[src/sysreg_store_pkg.sv]
// constants for the system-register store decoder
// assumes 16-bit instruction words and a 32-bit data path
package sysreg_store_pkg;
  localparam logic [3:0]  OP_GRP0      = 4'h0;
  localparam logic [3:0]  OP_GRP4      = 4'h4;
  localparam logic [7:0]  OP_TRAP_HI   = 8'hC3;
  localparam logic [3:0]  LO_CTRL      = 4'h3;
  localparam logic [3:0]  LO_SYS_PUSH  = 4'h2;
  localparam logic [3:0]  LO_SYS_REG   = 4'hA;
  localparam logic [3:0]  LO_CTRL_REG  = 4'h2;
  localparam logic [31:0] PREDEC_STEP  = 32'h0000_0004;
  localparam logic [3:0]  CYC_CTRL     = 4'h2;
  localparam logic [3:0]  CYC_SYS      = 4'h1;
  localparam logic [3:0]  CYC_REG      = 4'h1;
  localparam logic [3:0]  CYC_TRAP     = 4'h8;
  localparam logic [1:0]  SZ_BYTE      = 2'h0;
  localparam logic [1:0]  SZ_WORD      = 2'h1;
  localparam logic [1:0]  SZ_LONG      = 2'h2;
  localparam int          DISP_SHORT_W = 4;
  localparam int          DISP_MID_W   = 8;
  localparam int          DISP_LONG_W  = 12;

  typedef enum logic [3:0] {
    SRC_STATUS  = 4'h0,
    SRC_GBASE   = 4'h1,
    SRC_VBASE   = 4'h2,
    SRC_SSTATUS = 4'h3,
    SRC_SPC     = 4'h4,
    SRC_MULTIPLY_ACC_HIGH    = 4'h5,
    SRC_MULTIPLY_ACC_LOW    = 4'h6,
    SRC_LINK    = 4'h7,
    SRC_BANK    = 4'h8,
    SRC_NONE    = 4'hF
  } src_sel_t;

  typedef enum logic [1:0] {
    ST_IDLE = 2'h0,
    ST_EXEC = 2'h1,
    ST_WAIT = 2'h2
  } exec_state_t;
endpackage : sysreg_store_pkg

[src/sysreg_decode_if.sv]
// decoded instruction fields passed from decoder to execute control
// assumes a single clock domain
`timescale 1ns/1ps
`default_nettype none
interface sysreg_decode_if;
  logic                       valid;
  logic                       pushOp;
  logic                       regOp;
  logic                       trapOp;
  logic                       privileged;
  sysreg_store_pkg::src_sel_t srcSel;
  logic [2:0]                 bankIdx;
  logic [3:0]                 destIdx;
  logic [7:0]                 trapImm;
  logic [3:0]                 minCycles;
  modport decoder (output valid, pushOp, regOp, trapOp, privileged, srcSel, bankIdx,
                   destIdx, trapImm, minCycles);
  modport exec (input valid, pushOp, regOp, trapOp, privileged, srcSel, bankIdx,
                destIdx, trapImm, minCycles);
endinterface : sysreg_decode_if
`default_nettype wire

[src/sysreg_decoder.sv]
// combinational opcode decoder for store and trap instructions
// assumes the opcode is stable while valid is high
`timescale 1ns/1ps
`default_nettype none
module sysreg_decoder (
  input  wire logic [15:0]   opcode,
  input  wire logic          opValid,
  sysreg_decode_if.decoder   dec
);
  logic [3:0] hi;
  logic [3:0] mid;
  logic [3:0] lo;
  assign hi  = opcode[15:12];
  assign mid = opcode[7:4];
  assign lo  = opcode[3:0];

  always_comb begin
    dec.valid      = 1'b0;
    dec.pushOp     = 1'b0;
    dec.regOp      = 1'b0;
    dec.trapOp     = 1'b0;
    dec.privileged = 1'b0;
    dec.srcSel     = sysreg_store_pkg::SRC_NONE;
    dec.bankIdx    = opcode[6:4];
    dec.destIdx    = opcode[11:8];
    dec.trapImm    = opcode[7:0];
    dec.minCycles  = sysreg_store_pkg::CYC_REG;
    if (opValid && opcode[15:8] == sysreg_store_pkg::OP_TRAP_HI) begin
      dec.trapOp    = 1'b1;
      dec.minCycles = sysreg_store_pkg::CYC_TRAP;
    end else if (opValid && hi == sysreg_store_pkg::OP_GRP4
                 && lo == sysreg_store_pkg::LO_CTRL) begin
      dec.pushOp    = 1'b1;
      dec.minCycles = sysreg_store_pkg::CYC_CTRL;
      if (mid[3]) begin
        dec.srcSel     = sysreg_store_pkg::SRC_BANK;
        dec.privileged = 1'b1;
      end else if (mid <= 4'h4) begin
        dec.srcSel = sysreg_store_pkg::src_sel_t'(mid);
      end else begin
        dec.pushOp = 1'b0;
      end
    end else if (opValid && hi == sysreg_store_pkg::OP_GRP4
                 && lo == sysreg_store_pkg::LO_SYS_PUSH && mid <= 4'h2) begin
      dec.pushOp    = 1'b1;
      dec.minCycles = sysreg_store_pkg::CYC_SYS;
      dec.srcSel    = sysreg_store_pkg::src_sel_t'(mid + 4'h5);
    end else if (opValid && hi == sysreg_store_pkg::OP_GRP0
                 && lo == sysreg_store_pkg::LO_CTRL_REG) begin
      dec.regOp = 1'b1;
      if (mid[3]) begin
        dec.srcSel     = sysreg_store_pkg::SRC_BANK;
        dec.privileged = 1'b1;
      end else if (mid <= 4'h4) begin
        dec.srcSel = sysreg_store_pkg::src_sel_t'(mid);
      end else begin
        dec.regOp = 1'b0;
      end
    end else if (opValid && hi == sysreg_store_pkg::OP_GRP0
                 && lo == sysreg_store_pkg::LO_SYS_REG && mid <= 4'h2) begin
      dec.regOp  = 1'b1;
      dec.srcSel = sysreg_store_pkg::src_sel_t'(mid + 4'h5);
    end
    dec.valid = dec.pushOp | dec.regOp | dec.trapOp;
  end
endmodule : sysreg_decoder
`default_nettype wire

[src/system_register_store_decode.sv]
// execute control for system-register stores and the software trap
// assumes register values are supplied by the core and held during execution
`timescale 1ns/1ps
`default_nettype none
module system_register_store_decode #(
  parameter int DATA_W = 32
) (
  input  wire logic              mclk,
  input  wire logic              rst_n,
  input  wire logic [15:0]       opcode,
  input  wire logic              opValid,
  output logic                   opReady,
  input  wire logic              privMode,
  input  wire logic [DATA_W-1:0] pcValue,
  input  wire logic [DATA_W-1:0] statusWord,
  input  wire logic [DATA_W-1:0] globalBase,
  input  wire logic [DATA_W-1:0] vectorBase,
  input  wire logic [DATA_W-1:0] savedStatusIn,
  input  wire logic [DATA_W-1:0] savedPcIn,
  input  wire logic [DATA_W-1:0] multiplyAccHigh,
  input  wire logic [DATA_W-1:0] multiplyAccLow,
  input  wire logic [DATA_W-1:0] returnLink,
  input  wire logic [DATA_W-1:0] bankedGpr [8],
  input  wire logic [DATA_W-1:0] destGprValue,
  input  wire logic              fetchRequest,
  input  wire logic              loadPending,
  input  wire logic [3:0]        loadDestIdx,
  input  wire logic              memReady,
  output logic                   memWrite,
  output logic [DATA_W-1:0]      memAddr,
  output logic [DATA_W-1:0]      memWdata,
  output logic                   gprWrite,
  output logic [3:0]             gprIdx,
  output logic [DATA_W-1:0]      gprWdata,
  output logic                   savedWrite,
  output logic [DATA_W-1:0]      savedPc,
  output logic [DATA_W-1:0]      savedStatus,
  output logic [7:0]             softwareExceptionCode,
  output logic                   illegalInstr,
  output logic                   busy,
  input  wire logic [11:0]       dispField,
  input  wire logic [1:0]        dispMode,
  input  wire logic [1:0]        operandSize,
  input  wire logic [DATA_W-1:0] dispBase,
  output logic [DATA_W-1:0]      effAddr
);
  sysreg_decode_if dec ();

  sysreg_decoder u_dec (
    .opcode  (opcode),
    .opValid (opValid),
    .dec     (dec)
  );

  function automatic logic [DATA_W-1:0] pickSource(
    input sysreg_store_pkg::src_sel_t sel,
    input logic [2:0]                 bank
  );
    case (sel)
      sysreg_store_pkg::SRC_STATUS:  pickSource = statusWord;
      sysreg_store_pkg::SRC_GBASE:   pickSource = globalBase;
      sysreg_store_pkg::SRC_VBASE:   pickSource = vectorBase;
      sysreg_store_pkg::SRC_SSTATUS: pickSource = savedStatusIn;
      sysreg_store_pkg::SRC_SPC:     pickSource = savedPcIn;
      sysreg_store_pkg::SRC_MULTIPLY_ACC_HIGH:    pickSource = multiplyAccHigh;
      sysreg_store_pkg::SRC_MULTIPLY_ACC_LOW:    pickSource = multiplyAccLow;
      sysreg_store_pkg::SRC_LINK:    pickSource = returnLink;
      sysreg_store_pkg::SRC_BANK:    pickSource = bankedGpr[bank];
      default:                       pickSource = '0;
    endcase
  endfunction : pickSource

  // displacement scaling and sign handling
  always_comb begin
    logic [DATA_W-1:0] disp;
    disp = '0;
    case (dispMode)
      2'h0: disp = DATA_W'(dispField[3:0]);
      2'h1: disp = DATA_W'(dispField[7:0]);
      2'h2: disp = DATA_W'(signed'(dispField[7:0]));
      default: disp = DATA_W'(signed'(dispField));
    endcase
    if (operandSize == sysreg_store_pkg::SZ_WORD) begin
      disp = disp << 1;
    end else if (operandSize == sysreg_store_pkg::SZ_LONG) begin
      disp = disp << 2;
    end
    effAddr = dispBase + disp;
  end

  sysreg_store_pkg::exec_state_t state;
  sysreg_store_pkg::exec_state_t next_state;
  logic [3:0]        cnt;
  logic [3:0]        next_cnt;
  logic              next_memWrite;
  logic [DATA_W-1:0] next_memAddr;
  logic [DATA_W-1:0] next_memWdata;
  logic              next_gprWrite;
  logic [3:0]        next_gprIdx;
  logic [DATA_W-1:0] next_gprWdata;
  logic              next_savedWrite;
  logic [DATA_W-1:0] next_savedPc;
  logic [DATA_W-1:0] next_savedStatus;
  logic [7:0]        next_code;
  logic              next_illegal;
  logic              hazard;
  logic              contend;

  // load-use hazard on the destination register
  assign hazard  = loadPending && dec.valid && (loadDestIdx == dec.destIdx);
  assign contend = fetchRequest && memWrite;
  assign opReady = (state == sysreg_store_pkg::ST_IDLE) && !hazard;
  assign busy    = (state != sysreg_store_pkg::ST_IDLE);

  always_comb begin
    next_state       = state;
    next_cnt         = cnt;
    next_memWrite    = memWrite;
    next_memAddr     = memAddr;
    next_memWdata    = memWdata;
    next_gprWrite    = 1'b0;
    next_gprIdx      = gprIdx;
    next_gprWdata    = gprWdata;
    next_savedWrite  = 1'b0;
    next_savedPc     = savedPc;
    next_savedStatus = savedStatus;
    next_code        = softwareExceptionCode;
    next_illegal     = 1'b0;
    case (state)
      sysreg_store_pkg::ST_IDLE: begin
        if (dec.valid && !hazard) begin
          if (dec.privileged && !privMode) begin
            next_illegal = 1'b1;
          end else if (dec.trapOp) begin
            next_savedPc     = pcValue;
            next_savedStatus = statusWord;
            next_code        = dec.trapImm;
            next_savedWrite  = 1'b1;
            next_cnt         = dec.minCycles;
            next_state       = sysreg_store_pkg::ST_WAIT;
          end else if (dec.regOp) begin
            next_gprWrite = 1'b1;
            next_gprIdx   = dec.destIdx;
            next_gprWdata = pickSource(dec.srcSel, dec.bankIdx);
          end else begin
            // predecrement then store at the new address
            next_gprWrite = 1'b1;
            next_gprIdx   = dec.destIdx;
            next_gprWdata = destGprValue - sysreg_store_pkg::PREDEC_STEP;
            next_memWrite = 1'b1;
            next_memAddr  = destGprValue - sysreg_store_pkg::PREDEC_STEP;
            next_memWdata = pickSource(dec.srcSel, dec.bankIdx);
            next_cnt      = dec.minCycles - 4'h1;
            next_state    = sysreg_store_pkg::ST_EXEC;
          end
        end
      end
      sysreg_store_pkg::ST_EXEC: begin
        if (memReady && !contend) begin
          // cycles left of the minimum run in the wait state
          next_memWrite = 1'b0;
          next_state    = (cnt > 4'h0) ? sysreg_store_pkg::ST_WAIT
                                       : sysreg_store_pkg::ST_IDLE;
          next_cnt      = (cnt > 4'h0) ? cnt - 4'h1 : 4'h0;
        end
      end
      sysreg_store_pkg::ST_WAIT: begin
        if (cnt <= 4'h1) begin
          next_state = sysreg_store_pkg::ST_IDLE;
          next_cnt   = 4'h0;
        end else begin
          next_cnt = cnt - 4'h1;
        end
      end
      default: next_state = sysreg_store_pkg::ST_IDLE;
    endcase
  end

  always_ff @(posedge mclk or negedge rst_n) begin
    if (!rst_n) begin
      state                 <= sysreg_store_pkg::ST_IDLE;
      cnt                   <= 4'h0;
      memWrite              <= 1'b0;
      memAddr               <= '0;
      memWdata              <= '0;
      gprWrite              <= 1'b0;
      gprIdx                <= 4'h0;
      gprWdata              <= '0;
      savedWrite            <= 1'b0;
      savedPc               <= '0;
      savedStatus           <= '0;
      softwareExceptionCode <= 8'h00;
      illegalInstr          <= 1'b0;
    end else begin
      state                 <= next_state;
      cnt                   <= next_cnt;
      memWrite              <= next_memWrite;
      memAddr               <= next_memAddr;
      memWdata              <= next_memWdata;
      gprWrite              <= next_gprWrite;
      gprIdx                <= next_gprIdx;
      gprWdata              <= next_gprWdata;
      savedWrite            <= next_savedWrite;
      savedPc               <= next_savedPc;
      savedStatus           <= next_savedStatus;
      softwareExceptionCode <= next_code;
      illegalInstr          <= next_illegal;
    end
  end

  // cycles spent inside a trap, for the length check
  logic [3:0] trapCycles;
  logic [3:0] next_trapCycles;

  always_comb begin
    next_trapCycles = 4'h0;
    if (savedWrite) begin
      next_trapCycles = 4'h1;
    end else if (busy && trapCycles != 4'h0) begin
      next_trapCycles = trapCycles + 4'h1;
    end
  end

  always_ff @(posedge mclk or negedge rst_n) begin
    if (!rst_n) begin
      trapCycles <= 4'h0;
    end else begin
      trapCycles <= next_trapCycles;
    end
  end
endmodule : system_register_store_decode
`default_nettype wire

[config.mk]
export PLATFORM = sky130hd
export DESIGN_NAME = system_register_store_decode
export DESIGN_NICKNAME = d
export VERILOG_FILES = /design/src/sysreg_store_pkg.sv /design/src/sysreg_decode_if.sv /design/src/sysreg_decoder.sv /design/src/system_register_store_decode.sv
export SDC_FILE = /design/constraint.sdc
export NUM_CORES = 1
export LEC_CHECK = 0
export BUFFER_PORTS_ARGS = -buffer_cell sky130_fd_sc_hd__buf_4
export CAP_MARGIN = 20
export CORE_AREA = 5 5 333 335
export DETAILED_ROUTE_END_ITERATION = 10
export DIE_AREA = 0 0 338 340
export GPL_TIMING_DRIVEN = 0
export PLACE_DENSITY = 0.43
export SYNTH_ARGS = -nofsm -noshare
export SYNTH_HDL_FRONTEND = slang
export SYNTH_SLANG_ARGS = --single-unit
[constraint.sdc]
create_clock -name mclk -period 4.7 [get_ports mclk]
set_input_delay 0.705 -clock mclk [delete_from_list [all_inputs] [get_ports mclk]]
set_output_delay 0.705 -clock mclk [all_outputs]
set_load 0.05 [all_outputs]
# After elaboration in Yosys (flattened, before gate mapping)

Index checks and enable logic that the tools add are counted.

Mux-type cells: 66
Add/sub/neg operators: 5
Bitwise gates (word level): 6
Reduce and logical (&&, ||, !) cells: 32
Equality and inequality tests: 27
Order comparisons: 5

Operators with widths:

| operator                                            | number |
|---|---|
| one-hot mux 32 bit (9 select lines)                 | 1 |
| 2-to-1 mux 32 bit                                   | 5 |
| binary-select mux 32 bit (select 3 bit)             | 1 |
| one-hot mux 32 bit (3 select lines)                 | 1 |
| 2-to-1 mux 4 bit                                    | 15 |
| adder 32 bit                                        | 1 |
| 2-to-1 mux 1 bit                                    | 32 |
| subtractor 32 x 3 -> 32 bit, second input constant  | 1 |
| equality test 4 x 3 -> 1 bit, second input constant | 5 |
| equality test 4 x 2 -> 1 bit, second input constant | 4 |
| logical AND 1 bit                                   | 16 |
| 2-to-1 mux 2 bit                                    | 8 |
| AND reduction 5 bit                                 | 3 |
| one-hot mux 4 bit (3 select lines)                  | 1 |
| inequality test 2 bit, second input constant        | 5 |
| equality test 4 bit, second input constant          | 2 |
| equality test 8 bit, second input constant          | 1 |
| zero test 4 bit                                     | 2 |
| AND reduction 4 bit                                 | 2 |
| subtractor 4 x 1 -> 4 bit, second input constant    | 2 |
| equality test 2 x 1 -> 1 bit, second input constant | 3 |
| equality test 2 bit, second input constant          | 3 |
| one-hot mux 2 bit (3 select lines)                  | 1 |
| AND reduction 6 bit                                 | 1 |
| other kinds (18)                                    | 25 |

Output and inout bits: 210
Flip-flop bits (word level): 182

# Depth between registers and ports, before layout

Word-level depth: 17
Gate-level depth with buffers: 16
Gate-level depth less buffers: 16

# Hierarchy

A second synthesis with hierarchy kept.

Cell total of the unflattened synthesis: 1421
Area, all modules: 13904.6 sq um

Modules (own cells, without submodules):

| module                       | sequential area each (sq um) | cells an instance | times used | area an instance (sq um) |
|---|---|---|---|---|
| system_register_store_decode | 4554.4                       | 1365              | 1          | 13492.9 |
| sysreg_decoder               | 0.0                          | 56                | 1          | 411.6 |

# Least setup slack after synthesis

No wires, ideal clock.

Kind: input to output
From: in dispMode[1]
To: out effAddr[31]
Slack: -1.858 ns
Stages on the path: 13
Data arrival time: 5.853 ns
Cells stage by stage: clkbuf_1 > nand2_1 > inv_1 > ha_1 > a21o_1 > a21o_1 > a2111o_1 > a21oi_1 > o21a_1 > a31oi_1 > o41ai_2 > mux2i_1 > a2111oi_0

Word-level cells in the longest chain between the ends: 5

RTL lines:

| what                                              | line                               | source |
|---|---|---|
| from (decl)                                       | system_register_store_decode.sv:42 | `input wire logic [1:0] dispMode,` |
| equality test 2 bit, or another cell as far along | system_register_store_decode.sv:77 | `case (dispMode)` |
| one-hot mux 32 bit (3 select lines) (*)           | system_register_store_decode.sv:77 |  |
| 2-to-1 mux 32 bit                                 | system_register_store_decode.sv:85 | `end else if (operandSize == sysreg_store_pkg::SZ_LONG) begin` |
| 2-to-1 mux 32 bit (*)                             | system_register_store_decode.sv:83 | `if (operandSize == sysreg_store_pkg::SZ_WORD) begin` |
| adder 32 bit (*)                                  | system_register_store_decode.sv:88 | `effAddr = dispBase + disp;` |
| to (decl)                                         | system_register_store_decode.sv:45 | `output logic [DATA_W-1:0] effAddr` |

Every way passes the cells marked *; elsewhere a longest branch is shown, timed or not.

# Final worst setup path

From: in operandSize[1]
To: out effAddr[31]

Word-level cells in the longest chain between the ends: 4

RTL lines:

| what                  | line                               | source |
|---|---|---|
| from (decl)           | system_register_store_decode.sv:43 | `input wire logic [1:0] operandSize,` |
| equality test 2 bit   | system_register_store_decode.sv:85 |  |
| 2-to-1 mux 32 bit     | system_register_store_decode.sv:85 |  |
| 2-to-1 mux 32 bit (*) | system_register_store_decode.sv:83 |  |
| adder 32 bit (*)      | system_register_store_decode.sv:88 |  |

Marked as above.

==> impl_metrics.tcl <==
set metrics [dict create \
    status "complete, no violations" \
    grt_pass1_wl_mm 141 \
    drc_errors 0 \
    worstPathCellList "buf_4, buf_8, buf_8, o211ai_1, o31ai_2, ha_1, a21o_1, a31o_2, o211ai_1, a21oi_2, o21ai_2, a31oi_2, o41ai_2, buf_4, mux2i_1, a2111oi_4, buf_6" \
    ys.flop_type "dfrtp_1" \
    startpoint "operandSize[1]" \
    drv_slew 0 \
    clockRootBuffer "clkbuf_16" \
    synth_top_area_frac 0.335 \
    syn_area_mm2 0.0136 \
    rsz0062_at_grt "yes" \
    worstPathMaxFanout 10 \
    htreeDepth 4 \
    cp_slowest_cell "ha_1" \
    fin_worst_skew_ns 0.0180 \
    maxCapViolCount 0 \
    synth_top_family_by_area "simple AND/OR/NAND/NOR gates" \
    wire_per_inst_um 27.5 \
    critPathBufInv 5 \
    crit_path_start_kind "primary input" \
    r2r_slack_ns 1.65 \
    antenna_found_initial 25 \
    muxShareOfSynthArea 0.152 \
    dieArea_mm2 0.115 \
    cellPowerDensity_mw_per_mm2 263 \
    synth-edff-count 0 \
    io_buffers 856 \
    row_count 121 \
    reg2reg_depth 8 \
    ir_worst_vdd_mv 0.252 \
    avgViaCountPerCell 4.22 \
    syn-num-nets 2239 \
    final_cells 3876 \
    areaGrowthSynthToFinish_pct 68.7 \
    worst_path_dominant_cell_family "compound AO/OA/AOI/OAI gates" \
    min_period_over_period 0.978 \
    final_area_mm2 0.0229 \
    avgSynthCellArea_um2 8.78 \
    grt_max_degree 95 \
    grt_busiest_layer "met2" \
    final_cell_mix "877 x buf_4, 375 x nand2_1, 182 x dfrtp_1, 112 x nor2_1, 107 x a21oi_1" \
    grt-ovfl-total 0 \
    p_leak_nw 11.0 \
    synth-adder-area-share 0.0393 \
    cts.sinks 182 \
    r2r-start "state[1]" \
    setup_tns_ns 0 \
    vias 16400 \
    layout.nets 3134 \
    routed_wl_mm 106 \
    num_io_pins 861 \
    place_area_mm2 0.0219 \
    crit_type "primary input to output pin" \
    cp_slowest_stage_delay_ns 0.31 \
    finalPower_mw 6.04 \
    critical_path_depth 17 \
    synth.distinct_cells 74 \
    r2r_end "savedStatus[12]" \
    postSynth.asyncResetShare 1.00 \
    synth_compound_area_frac 0.188 \
    use_met1 0.221 \
    final_common_cell "buf_4" \
    arrival_ns 3.89 \
    max-slew-margin-rel 0.211 \
    drtPass1Iterations 5 \
    dpl.cell_count 3821 \
    grt_pass1_vias 17000 \
    cts_inserted_buffers 17 \
    synth_area_leader_cell "dfrtp_1" \
    fp.dieW_um 338 \
    hpwl_mm 92.3 \
    period_minus_slack_ns 4.60 \
    yosysWarnings 0 \
    clk_path_buf_depth 2 \
    required_ns 3.99 \
    syn_inst 1546 \
    final_core_util 0.213 \
    synthSimpleGateAreaFrac 0.202 \
    worst_hold_slack_ns 0.248 \
    antenna_left 0 \
    cts_tree "yes" \
    dieHeight_um 340 \
    clk_pin_slew_worst_paths_ns 0.09 \
    synth.area.top_cells "dfrtp_1 34%, mux4_2 11%, nand2_1 10%" \
    tightestPinTransition_ns 1.18 \
    cp-end-kind "output pin" \
    fmax_mhz 218 \
    finalSetupViolations 0 \
    hold_class "primary input to asynchronous set/reset pin" \
    ys_seq_area_frac 0.335 \
    fp.coreArea_mm2 0.108 \
    use_met2 0.292 \
    grt_use_met3 0.0526 \
    drt_iter0_drc 968 \
    grt_util_all_layers 0.176 \
    initial_utilization 0.126 \
    layout-drive-gt1-share 0.446 \
    synth_xor_area_frac 0.0393 \
    place_congestion 0.917 \
    clock_latency_ns 0.48 \
    ys_seq_elements 182 \
    worst_slack_ns 0.103 \
    dp_slack_ns -1.04 \
    hold_viol_final 0 \
    num-fill-cells 12300 \
]
-- worst register-to-register path, stage by stage (launching register included) --
cell      delay (ns)
dfrtp_1         0.43
inv_1           0.09
ha_1            0.21
inv_1           0.12
or3_1           0.43
inv_2           0.17
clkbuf_1        0.88
nand2_1         0.50
nand2_1         0.15
-- kinds of logic (layout without fill, tap and decap cells) --
family | count (synthesis) | count (layout)
XOR/XNOR | 61 | 61
other | 0 | 8
adder cells (fa/ha/maj) | 42 | 42
buffers and inverters | 128 | 1036
AND/OR/NAND/NOR | 629 | 629
AO/OA/AOI/OAI | 379 | 379
flip-flops | 182 | 182
multiplexers | 125 | 125
-- how the worst max path moves through the flow --
stage                   endpoint  slack, ns
finish               effAddr[31]       0.10
global placement    memWdata[17]      -1.11
global route         effAddr[31]      -0.17
floorplan            effAddr[31]      -0.18
CTS                  effAddr[31]      -0.15
detailed placement  memWdata[18]      -1.04
-- metal layers --
metal / wire (um) / share of wire
met2: 49900 / 0.47
met5: 111 / 0.0010
met3: 8760 / 0.082
met4: 2830 / 0.027
met1: 44800 / 0.42
-- synth_stat cells (all sizes together), types with 10 or more instances --
master / instances
mux4: 64
inv: 19
nor2: 113
a21o: 23
xnor2: 41
nand2b: 12
o211ai: 10
a22oi: 41
dfrtp: 182
clkbuf: 56
nor4: 11
a221o: 10
ha: 41
xor2: 20
buf: 53
and2: 14
a21oi: 117
o2111ai: 18
a222oi: 10
mux2i: 55
a211oi: 14
nand3: 12
nor3: 30
nand2: 376
o21ai: 70
-- power by group --
group,internal [mW],switching [mW]
clock,0.863,0.773
sequential,1.70,0.0907
combinational,1.04,1.58
total,3.60,2.44
-- timing repair --
action                                  CTS  global route
pin swaps                                15            16
gates cloned                              0             0
hold buffers                              0             0
gates resized for setup                  39            24
endpoints found under the setup margin   29            12
setup buffers                            10             5
-- flip-flops by register name, summed over array words and instances (netlist names), 2 cells and up --
name                   flops
savedPc                   32
gprIdx                     4
memWdata                  32
state                      2
cnt                        4
gprWdata                  32
memAddr                   32
softwareExceptionCode      8
savedStatus               32
-- final cells by class --
cell class              count  area, um^2  share of cell area
plain buffers             107         552              0.0241
multi-input cells        1236        8640               0.377
clock inverters            15         213             0.00928
inverters                  19        75.1             0.00328
clock buffers              17         425              0.0186
well taps                1414        1770              0.0772
diodes                      8        20.0            0.000874
flip-flops and latches    182        4550               0.199
repair buffers            878        6660               0.291
Power figures use the tool's default switching activity.
